File: src/tbp_pkg.sv
/*
 Constants for the timebase and module configuration block: register
 offsets, field positions, reset values and divider counts.
 Assumes a 32-bit APB slave with one register per aligned word.
*/
package tbp_pkg;
   localparam logic [11:0] ADDR_MODCFG = 12'h000;
   localparam logic [11:0] ADDR_INTCFG = 12'h008;
   localparam logic [11:0] ADDR_TB1 = 12'h010;
   localparam logic [11:0] ADDR_TB2 = 12'h014;
   localparam logic [11:0] ADDR_VECQ = 12'h018;
   // module_configuration fields
   localparam int STOP_BIT = 15;
   localparam int P1_LSB = 13;
   localparam int P2_LSB = 11;
   localparam int EMU_BIT = 10;
   localparam int CG_BIT = 9;
   localparam int STF_BIT = 8;
   localparam int SUPERVISOR_SPACE_BIT = 7;
   localparam int PRESCALER_CLOCK_SELECT_BIT = 6;
   localparam int ARB_LSB = 0;
   localparam logic [15:0] MODCFG_RESET = 16'h0080;
   // interrupt_configuration fields
   localparam int LVL_LSB = 8;
   localparam int BV_LSB = 4;
   localparam logic [15:0] INTCFG_RESET = 16'h0000;
   // Divider counts in system clocks
   localparam logic [4:0] DIV_SLOW = 5'h1F;
   localparam logic [4:0] DIV_FAST = 5'h03;
   localparam logic [2:0] DIV_EIGHT = 3'h7;
   localparam logic [1:0] FILT_LEN = 2'h3;
endpackage

File: src/tbp_scaler.sv
/*
 Binary prescaler: passes one of every 1, 2, 4 or 8 input ticks.
 Assumes tick inputs are single-cycle pulses on clk.
*/
`timescale 1ns/1ps
module tbp_scaler (
   input wire logic clk,
   input wire logic sys_rst,
   input wire logic tickIn,
   input wire logic [1:0] sel,
   output logic tickOut
);
   logic [2:0] cnt;
   logic [2:0] mask;
   always_comb begin
      mask = 3'((4'h1 << sel) - 4'h1);
   end
   always_ff @(posedge clk or posedge sys_rst) begin
      if (sys_rst) begin
         cnt <= 3'h0;
      end else if (tickIn) begin
         cnt <= ((cnt & mask) == mask) ? 3'h0 : cnt + 3'h1;
      end
   end
   assign tickOut = tickIn && ((cnt & mask) == mask);
endmodule

File: src/tbp_timebase.sv
/*
 Module configuration, two timebase prescaler paths and counters,
 emulation and supervisor controls, interrupt configuration.
 Assumes an APB master on clk; the timebase pin is asynchronous.
// Summary of operation
// RULE_01: Stop bit shuts internal clocks down
// RULE_02: Stopped flag reads one once stopped
// RULE_03: First input is clock/32 or clock/4
// RULE_04: First field divides by 1,2,4,8
// RULE_05: Pin clocks second timebase, synced, filtered
// RULE_06: Gate mode: pin gates clock/8 tick
// RULE_07: Second field divides by 1,2,4,8
// RULE_08: Emulation routes fetch, blocks host RAM
// RULE_09: Emulation bit writable once per reset
// RULE_10: Supervisor bit decodes function line
// RULE_11: Software sets nonzero unique arbitration number
// RULE_12: Level seven nonmaskable, zero disables
// RULE_13: Vector is base nibble plus channel
// RULE_14: Timebases count up, hold while stopped
*/
// Implementation choices: the APB slave port and the register addresses.
`timescale 1ns/1ps
module tbp_timebase
   import tbp_pkg::*;
(
   input wire logic clk,
   input wire logic sys_rst,
   input wire logic psel,
   input wire logic penable,
   input wire logic pwrite,
   input wire logic [11:0] paddr,
   input wire logic [31:0] pwdata,
   output logic [31:0] prdata,
   output logic pready,
   output logic pslverr,
   input wire logic timebasePin,
   input wire logic supervisorFunctionLine,
   input wire logic [3:0] reqChannel,
   output logic [15:0] firstTimebase,
   output logic [15:0] secondTimebase,
   output logic emulationFetchPath,
   output logic hostRamBlock,
   output logic registersRestricted,
   output logic [2:0] requestLevel,
   output logic nonmaskableReq,
   output logic channelIrqEnable,
   output logic [3:0] arbitrationNumber,
   output logic [7:0] interruptVector,
   output logic stopped
);
   import tbp_pkg::*;

   function automatic logic hit(input logic [11:0] a, input logic [11:0] r);
      hit = (a == r);
   endfunction

   logic stopReq, emulation_select, emuWritten, cgSel, supervisor_space, prescaler_clock_select;
   logic [1:0] p1Sel, p2Sel;
   logic [3:0] arb;
   logic [2:0] lvl;
   logic [3:0] bv;
   logic wrEn, mapped;
   logic [15:0] modcfgView;

   assign wrEn = psel && penable && pwrite && pready;
   // Address decode used only by the error flag; read data decodes its own
   assign mapped = hit(paddr, ADDR_MODCFG) || hit(paddr, ADDR_INTCFG) ||
      hit(paddr, ADDR_TB1) || hit(paddr, ADDR_TB2) ||
      hit(paddr, ADDR_VECQ);
   assign modcfgView = {stopReq, p1Sel, p2Sel, emulation_select, cgSel, stopped, supervisor_space, prescaler_clock_select,
                        2'b00, arb};

   // Register writes
   always_ff @(posedge clk or posedge sys_rst) begin
      if (sys_rst) begin
         stopReq <= MODCFG_RESET[STOP_BIT];
         p1Sel <= MODCFG_RESET[P1_LSB +: 2];
         p2Sel <= MODCFG_RESET[P2_LSB +: 2];
         cgSel <= MODCFG_RESET[CG_BIT];
         supervisor_space <= MODCFG_RESET[SUPERVISOR_SPACE_BIT];
         prescaler_clock_select <= MODCFG_RESET[PRESCALER_CLOCK_SELECT_BIT];
         arb <= MODCFG_RESET[ARB_LSB +: 4];
         lvl <= INTCFG_RESET[LVL_LSB +: 3];
         bv <= INTCFG_RESET[BV_LSB +: 4];
      end else if (wrEn && hit(paddr, ADDR_MODCFG)) begin
         stopReq <= pwdata[STOP_BIT]; // [RULE_01]
         p1Sel <= pwdata[P1_LSB +: 2];
         p2Sel <= pwdata[P2_LSB +: 2];
         cgSel <= pwdata[CG_BIT];
         supervisor_space <= pwdata[SUPERVISOR_SPACE_BIT];
         prescaler_clock_select <= pwdata[PRESCALER_CLOCK_SELECT_BIT];
         arb <= pwdata[ARB_LSB +: 4];
      end else if (wrEn && hit(paddr, ADDR_INTCFG)) begin
         lvl <= pwdata[LVL_LSB +: 3];
         bv <= pwdata[BV_LSB +: 4];
      end
   end

   // Emulation bit takes only the first write after reset
   always_ff @(posedge clk or posedge sys_rst) begin
      if (sys_rst) begin
         emulation_select <= MODCFG_RESET[EMU_BIT];
         emuWritten <= 1'b0;
      end else if (wrEn && hit(paddr, ADDR_MODCFG) && !emuWritten) begin
         emulation_select <= pwdata[EMU_BIT]; // [RULE_09]
         emuWritten <= 1'b1;
      end
   end

   // APB answers in the access cycle; unmapped addresses flag an error
   always_ff @(posedge clk or posedge sys_rst) begin
      if (sys_rst) begin
         prdata <= 32'h0000_0000;
      end else if (psel && !penable && !pwrite) begin
         if (hit(paddr, ADDR_MODCFG)) prdata <= {16'h0000, modcfgView};
         else if (hit(paddr, ADDR_INTCFG)) prdata <= {21'h0, lvl, bv, 4'h0};
         else if (hit(paddr, ADDR_TB1)) prdata <= {16'h0000, firstTimebase};
         else if (hit(paddr, ADDR_TB2)) prdata <= {16'h0000, secondTimebase};
         else if (hit(paddr, ADDR_VECQ)) prdata <= {24'h0, interruptVector};
         else prdata <= 32'h0000_0000;
      end
   end
   // Ready from the first edge after reset; the error flag stands through the access phase
   always_ff @(posedge clk or posedge sys_rst) begin
      if (sys_rst) begin
         pready <= 1'b0;
         pslverr <= 1'b0;
      end else begin
         pready <= 1'b1;
         pslverr <= psel && !penable && !mapped;
      end
   end

   // Stopped flag follows the stop bit at the next edge
   always_ff @(posedge clk or posedge sys_rst) begin
      if (sys_rst) stopped <= 1'b0;
      else stopped <= stopReq; // [RULE_02]
   end

   // Base clock dividers, frozen while stopped
   logic [4:0] div1Cnt;
   logic [2:0] div8Cnt;
   logic base1Tick, div8Tick;
   logic [4:0] div1Limit;
   assign div1Limit = prescaler_clock_select ? DIV_FAST : DIV_SLOW; // [RULE_03]
   always_ff @(posedge clk or posedge sys_rst) begin
      if (sys_rst) div1Cnt <= 5'h00;
      else if (!stopped) div1Cnt <= (div1Cnt >= div1Limit) ? 5'h00 : div1Cnt + 5'h01;
   end
   always_ff @(posedge clk or posedge sys_rst) begin
      if (sys_rst) div8Cnt <= 3'h0;
      else if (!stopped) div8Cnt <= div8Cnt + 3'h1;
   end
   assign base1Tick = !stopped && (div1Cnt >= div1Limit); // [RULE_01]
   assign div8Tick = !stopped && (div8Cnt == DIV_EIGHT);

   // Pin synchroniser and digital filter
   logic pinMeta, pinSync, pinFilt, pinFiltDly;
   logic [1:0] filtCnt;
   always_ff @(posedge clk or posedge sys_rst) begin
      if (sys_rst) begin
         pinMeta <= 1'b0;
         pinSync <= 1'b0;
      end else begin
         pinMeta <= timebasePin; // [RULE_05]
         pinSync <= pinMeta;
      end
   end
   always_ff @(posedge clk or posedge sys_rst) begin
      if (sys_rst) begin
         filtCnt <= 2'h0;
         pinFilt <= 1'b0;
         pinFiltDly <= 1'b0;
      end else begin
         pinFiltDly <= pinFilt;
         if (pinSync == pinFilt) filtCnt <= 2'h0;
         else if (filtCnt == FILT_LEN) begin
            pinFilt <= pinSync; // [RULE_05]
            filtCnt <= 2'h0;
         end else filtCnt <= filtCnt + 2'h1;
      end
   end

   logic base2Tick, tb1Tick, tb2Tick;
   always_comb begin
      if (cgSel) base2Tick = div8Tick && pinFilt; // [RULE_06]
      else base2Tick = !stopped && pinFilt && !pinFiltDly; // [RULE_05]
   end

   tbp_scaler uScale1 (
      .clk(clk),
      .sys_rst(sys_rst),
      .tickIn(base1Tick),
      .sel(p1Sel), // [RULE_04]
      .tickOut(tb1Tick)
   );
   tbp_scaler uScale2 (
      .clk(clk),
      .sys_rst(sys_rst),
      .tickIn(base2Tick),
      .sel(p2Sel), // [RULE_07]
      .tickOut(tb2Tick)
   );

   always_ff @(posedge clk or posedge sys_rst) begin
      if (sys_rst) firstTimebase <= 16'h0000;
      else if (tb1Tick) firstTimebase <= firstTimebase + 16'h0001; // [RULE_14]
   end
   always_ff @(posedge clk or posedge sys_rst) begin
      if (sys_rst) secondTimebase <= 16'h0000;
      else if (tb2Tick) secondTimebase <= secondTimebase + 16'h0001; // [RULE_14]
   end

   // Registered configuration outputs
   always_ff @(posedge clk or posedge sys_rst) begin
      if (sys_rst) begin
         emulationFetchPath <= 1'b0;
         hostRamBlock <= 1'b0;
         registersRestricted <= 1'b0;
         requestLevel <= 3'h0;
         nonmaskableReq <= 1'b0;
         channelIrqEnable <= 1'b0;
         arbitrationNumber <= 4'h0;
         interruptVector <= 8'h00;
      end else begin
         emulationFetchPath <= emulation_select; // [RULE_08]
         hostRamBlock <= emulation_select; // [RULE_08]
         registersRestricted <= supervisor_space && supervisorFunctionLine; // [RULE_10]
         requestLevel <= lvl;
         nonmaskableReq <= (lvl == 3'h7); // [RULE_12]
         channelIrqEnable <= (lvl != 3'h0); // [RULE_12]
         arbitrationNumber <= arb; // [RULE_11]
         interruptVector <= {bv, reqChannel}; // [RULE_13]
      end
   end

   // Register and emulation checks
   chk_emu_once: assert property (@(posedge clk) disable iff (sys_rst) // [RULE_09]
      $past(emuWritten) |-> emulation_select == $past(emulation_select))
      else $error("emulation bit changed twice");
   chk_emu_first: assert property (@(posedge clk) disable iff (sys_rst) // [RULE_09]
      wrEn && hit(paddr, ADDR_MODCFG) && !emuWritten |=> emulation_select == $past(pwdata[EMU_BIT]))
      else $error("first emulation write lost");
   chk_emu_block: assert property (@(posedge clk) disable iff (sys_rst) // [RULE_08]
      emulation_select |=> hostRamBlock && emulationFetchPath)
      else $error("emulation path wrong");
   chk_stop_flag: assert property (@(posedge clk) disable iff (sys_rst) // [RULE_02]
      $rose(stopReq) |=> stopped)
      else $error("stopped flag late");
   chk_stop_clear: assert property (@(posedge clk) disable iff (sys_rst) // [RULE_02]
      !stopReq |=> !stopped)
      else $error("stopped flag stuck");
   chk_supervisor_space_ignore: assert property (@(posedge clk) disable iff (sys_rst) // [RULE_10]
      !supervisor_space |=> !registersRestricted)
      else $error("function line not ignored");

   // Divider and filter checks
   chk_fast_div: assert property (@(posedge clk) disable iff (sys_rst) // [RULE_03]
      base1Tick && prescaler_clock_select ##1 (prescaler_clock_select && !stopped) [*4] |-> base1Tick)
      else $error("fast divider wrong");
   chk_div1_wrap: assert property (@(posedge clk) disable iff (sys_rst) // [RULE_03]
      base1Tick |=> div1Cnt == 5'h00)
      else $error("first divider did not wrap");
   chk_sysclk_div_eight_tick_rate: assert property (@(posedge clk) disable iff (sys_rst) // [RULE_06]
      div8Tick ##1 !stopped [*8] |-> div8Tick)
      else $error("eighth-clock tick rate wrong");
   chk_filter_hold: assert property (@(posedge clk) disable iff (sys_rst) // [RULE_05]
      $changed(pinFilt) |-> $past(pinSync) == pinFilt && $past(pinSync, 4) == pinFilt)
      else $error("pin filter passed a short pulse");

   // Counter checks
   chk_hold_stopped: assert property (@(posedge clk) disable iff (sys_rst) // [RULE_14]
      stopped ##1 stopped |-> $stable(firstTimebase))
      else $error("first timebase moved while stopped");
   chk_hold_second: assert property (@(posedge clk) disable iff (sys_rst) // [RULE_14]
      stopped ##1 stopped |-> $stable(secondTimebase))
      else $error("second timebase moved while stopped");
   chk_tb1_step: assert property (@(posedge clk) disable iff (sys_rst) // [RULE_14]
      tb1Tick |=> firstTimebase == $past(firstTimebase) + 16'h0001)
      else $error("first timebase step");
   chk_tb2_step: assert property (@(posedge clk) disable iff (sys_rst) // [RULE_14]
      tb2Tick |=> secondTimebase == $past(secondTimebase) + 16'h0001)
      else $error("second timebase step");
   chk_gate_low: assert property (@(posedge clk) disable iff (sys_rst) // [RULE_06]
      cgSel && !pinFilt |=> $stable(secondTimebase))
      else $error("gate did not block");
   chk_gate_step: assert property (@(posedge clk) disable iff (sys_rst) // [RULE_06]
      cgSel && pinFilt && div8Tick && p2Sel == 2'h0 |=>
      secondTimebase == $past(secondTimebase) + 16'h0001)
      else $error("open gate did not count");
   chk_pin_step: assert property (@(posedge clk) disable iff (sys_rst) // [RULE_05]
      !cgSel && !stopped && pinFilt && !pinFiltDly && p2Sel == 2'h0 |=>
      secondTimebase == $past(secondTimebase) + 16'h0001)
      else $error("pin edge did not count");

   // Output checks
   chk_level_nmi: assert property (@(posedge clk) disable iff (sys_rst) // [RULE_12]
      lvl == 3'h7 |=> nonmaskableReq)
      else $error("level seven not nonmaskable");
   chk_level_off: assert property (@(posedge clk) disable iff (sys_rst) // [RULE_12]
      lvl == 3'h0 |=> !channelIrqEnable)
      else $error("level zero did not disable");
   chk_vector_form: assert property (@(posedge clk) disable iff (sys_rst) // [RULE_13]
      !$past(sys_rst) |-> interruptVector == {$past(bv), $past(reqChannel)})
      else $error("vector wrong");
endmodule

File: config.mk
export PLATFORM = sky130hd
export DESIGN_NAME = tbp_timebase
export DESIGN_NICKNAME = d
export VERILOG_FILES = /design/src/tbp_pkg.sv /design/src/tbp_scaler.sv /design/src/tbp_timebase.sv
export SDC_FILE = /design/constraint.sdc
export NUM_CORES = 1
export LEC_CHECK = 0
export ABC_AREA = 1
export BUFFER_PORTS_ARGS = -buffer_cell sky130_fd_sc_hd__buf_2
export CAP_MARGIN = 20
export CORE_MARGIN = 2
export CORE_UTILIZATION = 45
export DETAILED_ROUTE_END_ITERATION = 7
export GPL_TIMING_DRIVEN = 0
export PLACE_DENSITY_LB_ADDON = 0.08
export RECOVER_POWER = 50
export REMOVE_ABC_BUFFERS = 1
export SYNTH_ARGS = -nofsm -noshare
export SYNTH_HDL_FRONTEND = slang
export SYNTH_SLANG_ARGS = --single-unit
File: constraint.sdc
create_clock -name clk -period 11.45 [get_ports clk]
set_input_delay 2.8625 -clock clk [delete_from_list [all_inputs] [get_ports clk]]
set_output_delay 2.8625 -clock clk [all_outputs]
set_load 0.01 [all_outputs]
## Word level (Yosys, flattened, before mapping)

Cells that the tools add are included.

- Flip-flop bits (word level): 127
- Bits in latches: 0
- RAM bits: 0
- ROM bits: 0
- Logic and storage cells: 102
- Memories: 0

- Add/sub/neg operators: 9
- Multipliers: 0
- Divide/modulo/power cells: 0
- Order comparisons: 1
- Eq/ne operators: 10
- Shift operators: 2
- Mux-type cells: 12
- Bitwise gates (word level): 4
- Reductions and logical operators: 31

Operator list:

| kind | count |
|---|---|
| 16-bit two-way mux | 4 |
| 12-bit by 5-bit == test with 1-bit output (second input constant) | 3 |
| 16-bit by 1-bit adder with 16-bit output (second input constant) | 2 |
| 1-bit logical AND | 17 |
| 12-bit by 4-bit == test with 1-bit output (second input constant) | 1 |
| 12-bit logical NOT | 1 |
| 5-bit two-way mux | 2 |
| 3-bit by 1-bit adder with 3-bit output (second input constant) | 3 |
| 8-bit two-way mux | 1 |
| 3-bit AND | 2 |
| 3-bit == test | 2 |
| 3-bit == test (second input constant) | 2 |
| 1-bit logical NOT | 6 |
| 3-bit two-way mux | 2 |
| 1-bit by 2-bit left shift with 3-bit output (first input constant) | 2 |
| 3-bit by 1-bit subtractor with 3-bit output (second input constant) | 2 |
| 5-bit by 1-bit adder with 5-bit output (second input constant) | 1 |
| 5-bit >= comparator | 1 |
| 1-bit logical OR | 4 |
| 2-bit two-way mux | 2 |
| 2-bit AND reduction | 2 |
| 3-bit nonzero test | 1 |
| 2-bit by 1-bit adder with 2-bit output (second input constant) | 1 |
| 2-bit == test (second input constant) | 1 |
| other kinds (3) | 4 |

## Depth between registers and ports, before layout

- Depth in word-level cells: 7
- Depth in mapped cells: 10
- Gate-level depth less buffers: 9

## Hierarchy

A second synthesis with hierarchy kept.

- Cell total of the unflattened synthesis: 589
- Area total of the unflattened synthesis: 5282.6 um^2

By module, submodules not included:

| module | times used | cells each | area each (um^2) | seq. area each (um^2) |
|---|---|---|---|---|
| tbp_timebase | 1 | 539 | 4912.2 | 2628.8 |
| tbp_scaler | 2 | 25 | 185.2 | 75.1 |

## Worst setup path after synthesis

Ideal clock, no wire load.

- Kind: input port to flip-flop
- From: input paddr[11]
- To: register emulation_select
- Arrival: 3732 ps
- Data required time: 11324 ps
- Setup slack: 7593 ps
- Cell stages on the path: 9
- Path through: nor2_1 nand2_2 nor2_8 nand2_4 clkinv_4 nand2_2 buf_6 nor2_4 o21ai_0

- Cells in the longest elaborated chain, start to end: 3

RTL lines:

| what | line | text |
|---|---|---|
| from (decl) | tbp_timebase.sv:31 | `input wire logic [11:0] paddr,` |
| 12-bit logical NOT | tbp_timebase.sv:54 | `hit = (a == r);` |
| 1-bit logical AND (2 in series) | tbp_timebase.sv:104 | `end else if (wrEn && hit(paddr, ADDR_MODCFG) && !emuWritten) begin` |
| to (signal assigned) | tbp_timebase.sv:102 | `emulation_select <= MODCFG_RESET[EMU_BIT];` |
| to (signal assigned) | tbp_timebase.sv:105 | `emulation_select <= pwdata[EMU_BIT];` |
| to (decl) | tbp_timebase.sv:57 | `logic stopReq, emulation_select, emuWritten, cgSel, supervisor_space, prescaler_clock_select;` |

Every way passes these cells.
A chain may end at the register's enable or synchronous reset.

==> impl_metrics.yaml <==
layout:
  area_growth_pct: 14.79
  n_antenna_cell: 0
  multiInputGateArea_um2: 2509
  fill_cells: 1251
  fin_nets: 881
  seqCellArea_um2: 2779
  drive_gt1_share_pct: 18.90
  utilization_pct: 52.76
  final_common_cell: "nand2_1"
  mostFrequentLayoutCells: "201 x nand2_1, 110 x dfrtp_1, 107 x buf_2"
  layout.cells.non_filler: 992
timing:
  setup_violations: 0
  slew_violations: 114
  fmax_mhz: 146.8
  worst_pin_slew_ps: 3158
  finalCritPeriodShare_pct: 59.49
  rsz0062_at_grt: "no"
  slew-limit-headroom_pct: -110.6
  finalHoldViolCount: 0
  period_minus_slack_ps: 6811
  finalSetupTns_ps: 0
  finalClockSkew_ps: 7.716
floorplanning:
  die_x_um: 117.3
  ios: 142
  start_util_pct: 45.96
  rows: 41
  die_h_um: 117.3
  dieArea_um2: 13760
  core_um2: 12570
route:
  wl_per_cell_um: 14.57
  drt-initial-drc-count: 221
  ant_nets: 0
  drt_first_pass_iters: 5
  wirelength_um: 14450
  via_per_inst: 4.875
  vias: 4836
  drc: 0
grt:
  grt_pass1_vias: 4659
  grt-ovfl-total: 0
  grt_use_total_pct: 21.65
  grt_max_degree: 60
  antenna_found_initial: 0
  grt_pass1_wl_um: 23940
critical_path:
  worstSetupStartpointType: "input pin"
  cp.required_ps: 11210
  endpoint_kind: "async pin"
  critPathMaxFanout: 59
  cp.arrival_ps: 6570
  crit_type: "in -> async"
power_and_ir_drop:
  leakage_nw: 3.575
  vdd_drop_max_mv: 0.06445
  total_power_w: 0.0008733
  p_per_area_nw_per_um2: 131.7
clock_network:
  cts_tree: "built"
  cts.sinks: 111
  ctsRootBufferMaster: "clkbuf_16"
  htreeDepth: 3
  path_clk_slew_ps: 70
  cts.repair.resized: 0
  numCtsBuffers: 9
  clock_latency_ps: 350
  holdBufCountCts: 0
  postCtsSetupBuffers: 0
  clk_path_buf_depth: 2
synthesis:
  ys.flop_type: "dfrtp_1"
  synth-edff-count: 0
  syn_area_um2: 5777
  ys_ff_latch: 111
  ys_warn_count: 0
  avgSynthCellArea_um2: 8.159
  synthCells: 708
  ys_seq_area_share_pct: 48.10
  synthArstFlopShare_pct: 100.0
  synth.distinct_cells: 41
placement:
  place_hpwl_um: 10880
  dp.cells: 975
  gp_congestion: 0.8982
  portBuffers: 109
outcome:
  failed_checks: "capacitance limit, slew limit"
  status: "complete, but fails checks"
job:
  maxCapViolCount: 2
hold_path:
  hold_class: "reg -> reg"
critical path, cell delays in order:
cell and delay, ps:
clkbuf_1 80, clkinvlp_2 1270, clkbuf_1 2330
registers in the layout, summed over array words and instances (netlist names), 3 cells and up:
register,cells
firstTimebase,16
prdata,16
secondTimebase,16
interruptVector,8
div1Cnt,5
arb,4
arbitrationNumber,4
bv,4
div8Cnt,3
lvl,3
requestLevel,3
uScale1.cnt,3
uScale2.cnt,3
layout make-up:
class                      instances  share of cell area, %
tap                              172                  3.245
inverter                          77                  4.472
timing repair buffer             111                  8.358
clock inverter                     4                 0.4717
clock buffer                      12                  3.717
sequential                       111                  41.91
multi-input combinational        505                  37.83
logic make-up after synthesis:
family	Yosys count	synth area share (%)
XOR/XNOR	29	4.397
AND/OR/NAND/NOR	391	30.71
buffers and inverters	107	8.988
other	2	0.1300
adder cells (fa/ha/maj)	11	2.382
AO/OA/AOI/OAI	57	5.285
flip-flops	111	48.10
per-layer routing:
layer,GRT usage [%],vias up,part of all wire (%)
met1,30.26,2282,48
met2,34.87,109,47
met3,3.453,14,3.9
met5,0,-,0
li1,-,2431,-
met4,6.476,0,1.5
worst paths after layout:
path | from | end | slack [ps] | cells after the start
worst min-delay path | pinMeta | pinSync | 350 | 0
worst min register to register | pinMeta | pinSync | 350 | 0
max in group clk | penable | p2Sel[1] | 7230 | 6
worst max register to register | prescaler_clock_select | firstTimebase[0] | 8900 | 9
min in group asynchronous | sys_rst | filtCnt[0] | 3080 | 2
worst max-delay path | sys_rst | prdata[15] | 4640 | 3
synthesized netlist by cell type (5+ instances only):
master	count	area [um^2]
a21oi_1	15	75.07
dfrtp_1	110	2753
nor3_1	14	70.07
buf_2	5	25.02
ha_1	11	137.6
inv_1	70	262.8
or2_2	7	43.79
nor2_1	68	255.2
xnor2_1	8	70.07
nand2_1	200	750.7
xor2_1	21	183.9
nor2_4	6	67.56
nand3_1	55	275.3
o21ai_1	6	30.03
o21ai_0	32	160.2
buf_4	20	150.1
nand4_1	18	112.6
nand2_2	8	50.05
through the flow:
stage | hold slack, ps | instance area (um^2) | worst slack [ps]
2_1_floorplan | 331.2 | 5609 | 5659
3_3_place_gp | 338.6 | 6370 | 4346
3_5_place_dp | 338.9 | 6400 | 6397
4_1_cts | 355.2 | 6678 | 6769
5_1_grt | 369.2 | 6631 | 3577
6_report | 352.3 | 6631 | 4639
power breakdown:
part,switching (W),internal (W),leakage [nW]
Combinational,0.0000729,0.0000486,1.99
Clock,0.000143,0.000155,0.131
Sequential,0.0000287,0.000425,1.45
Power figures use the tool's default switching activity.
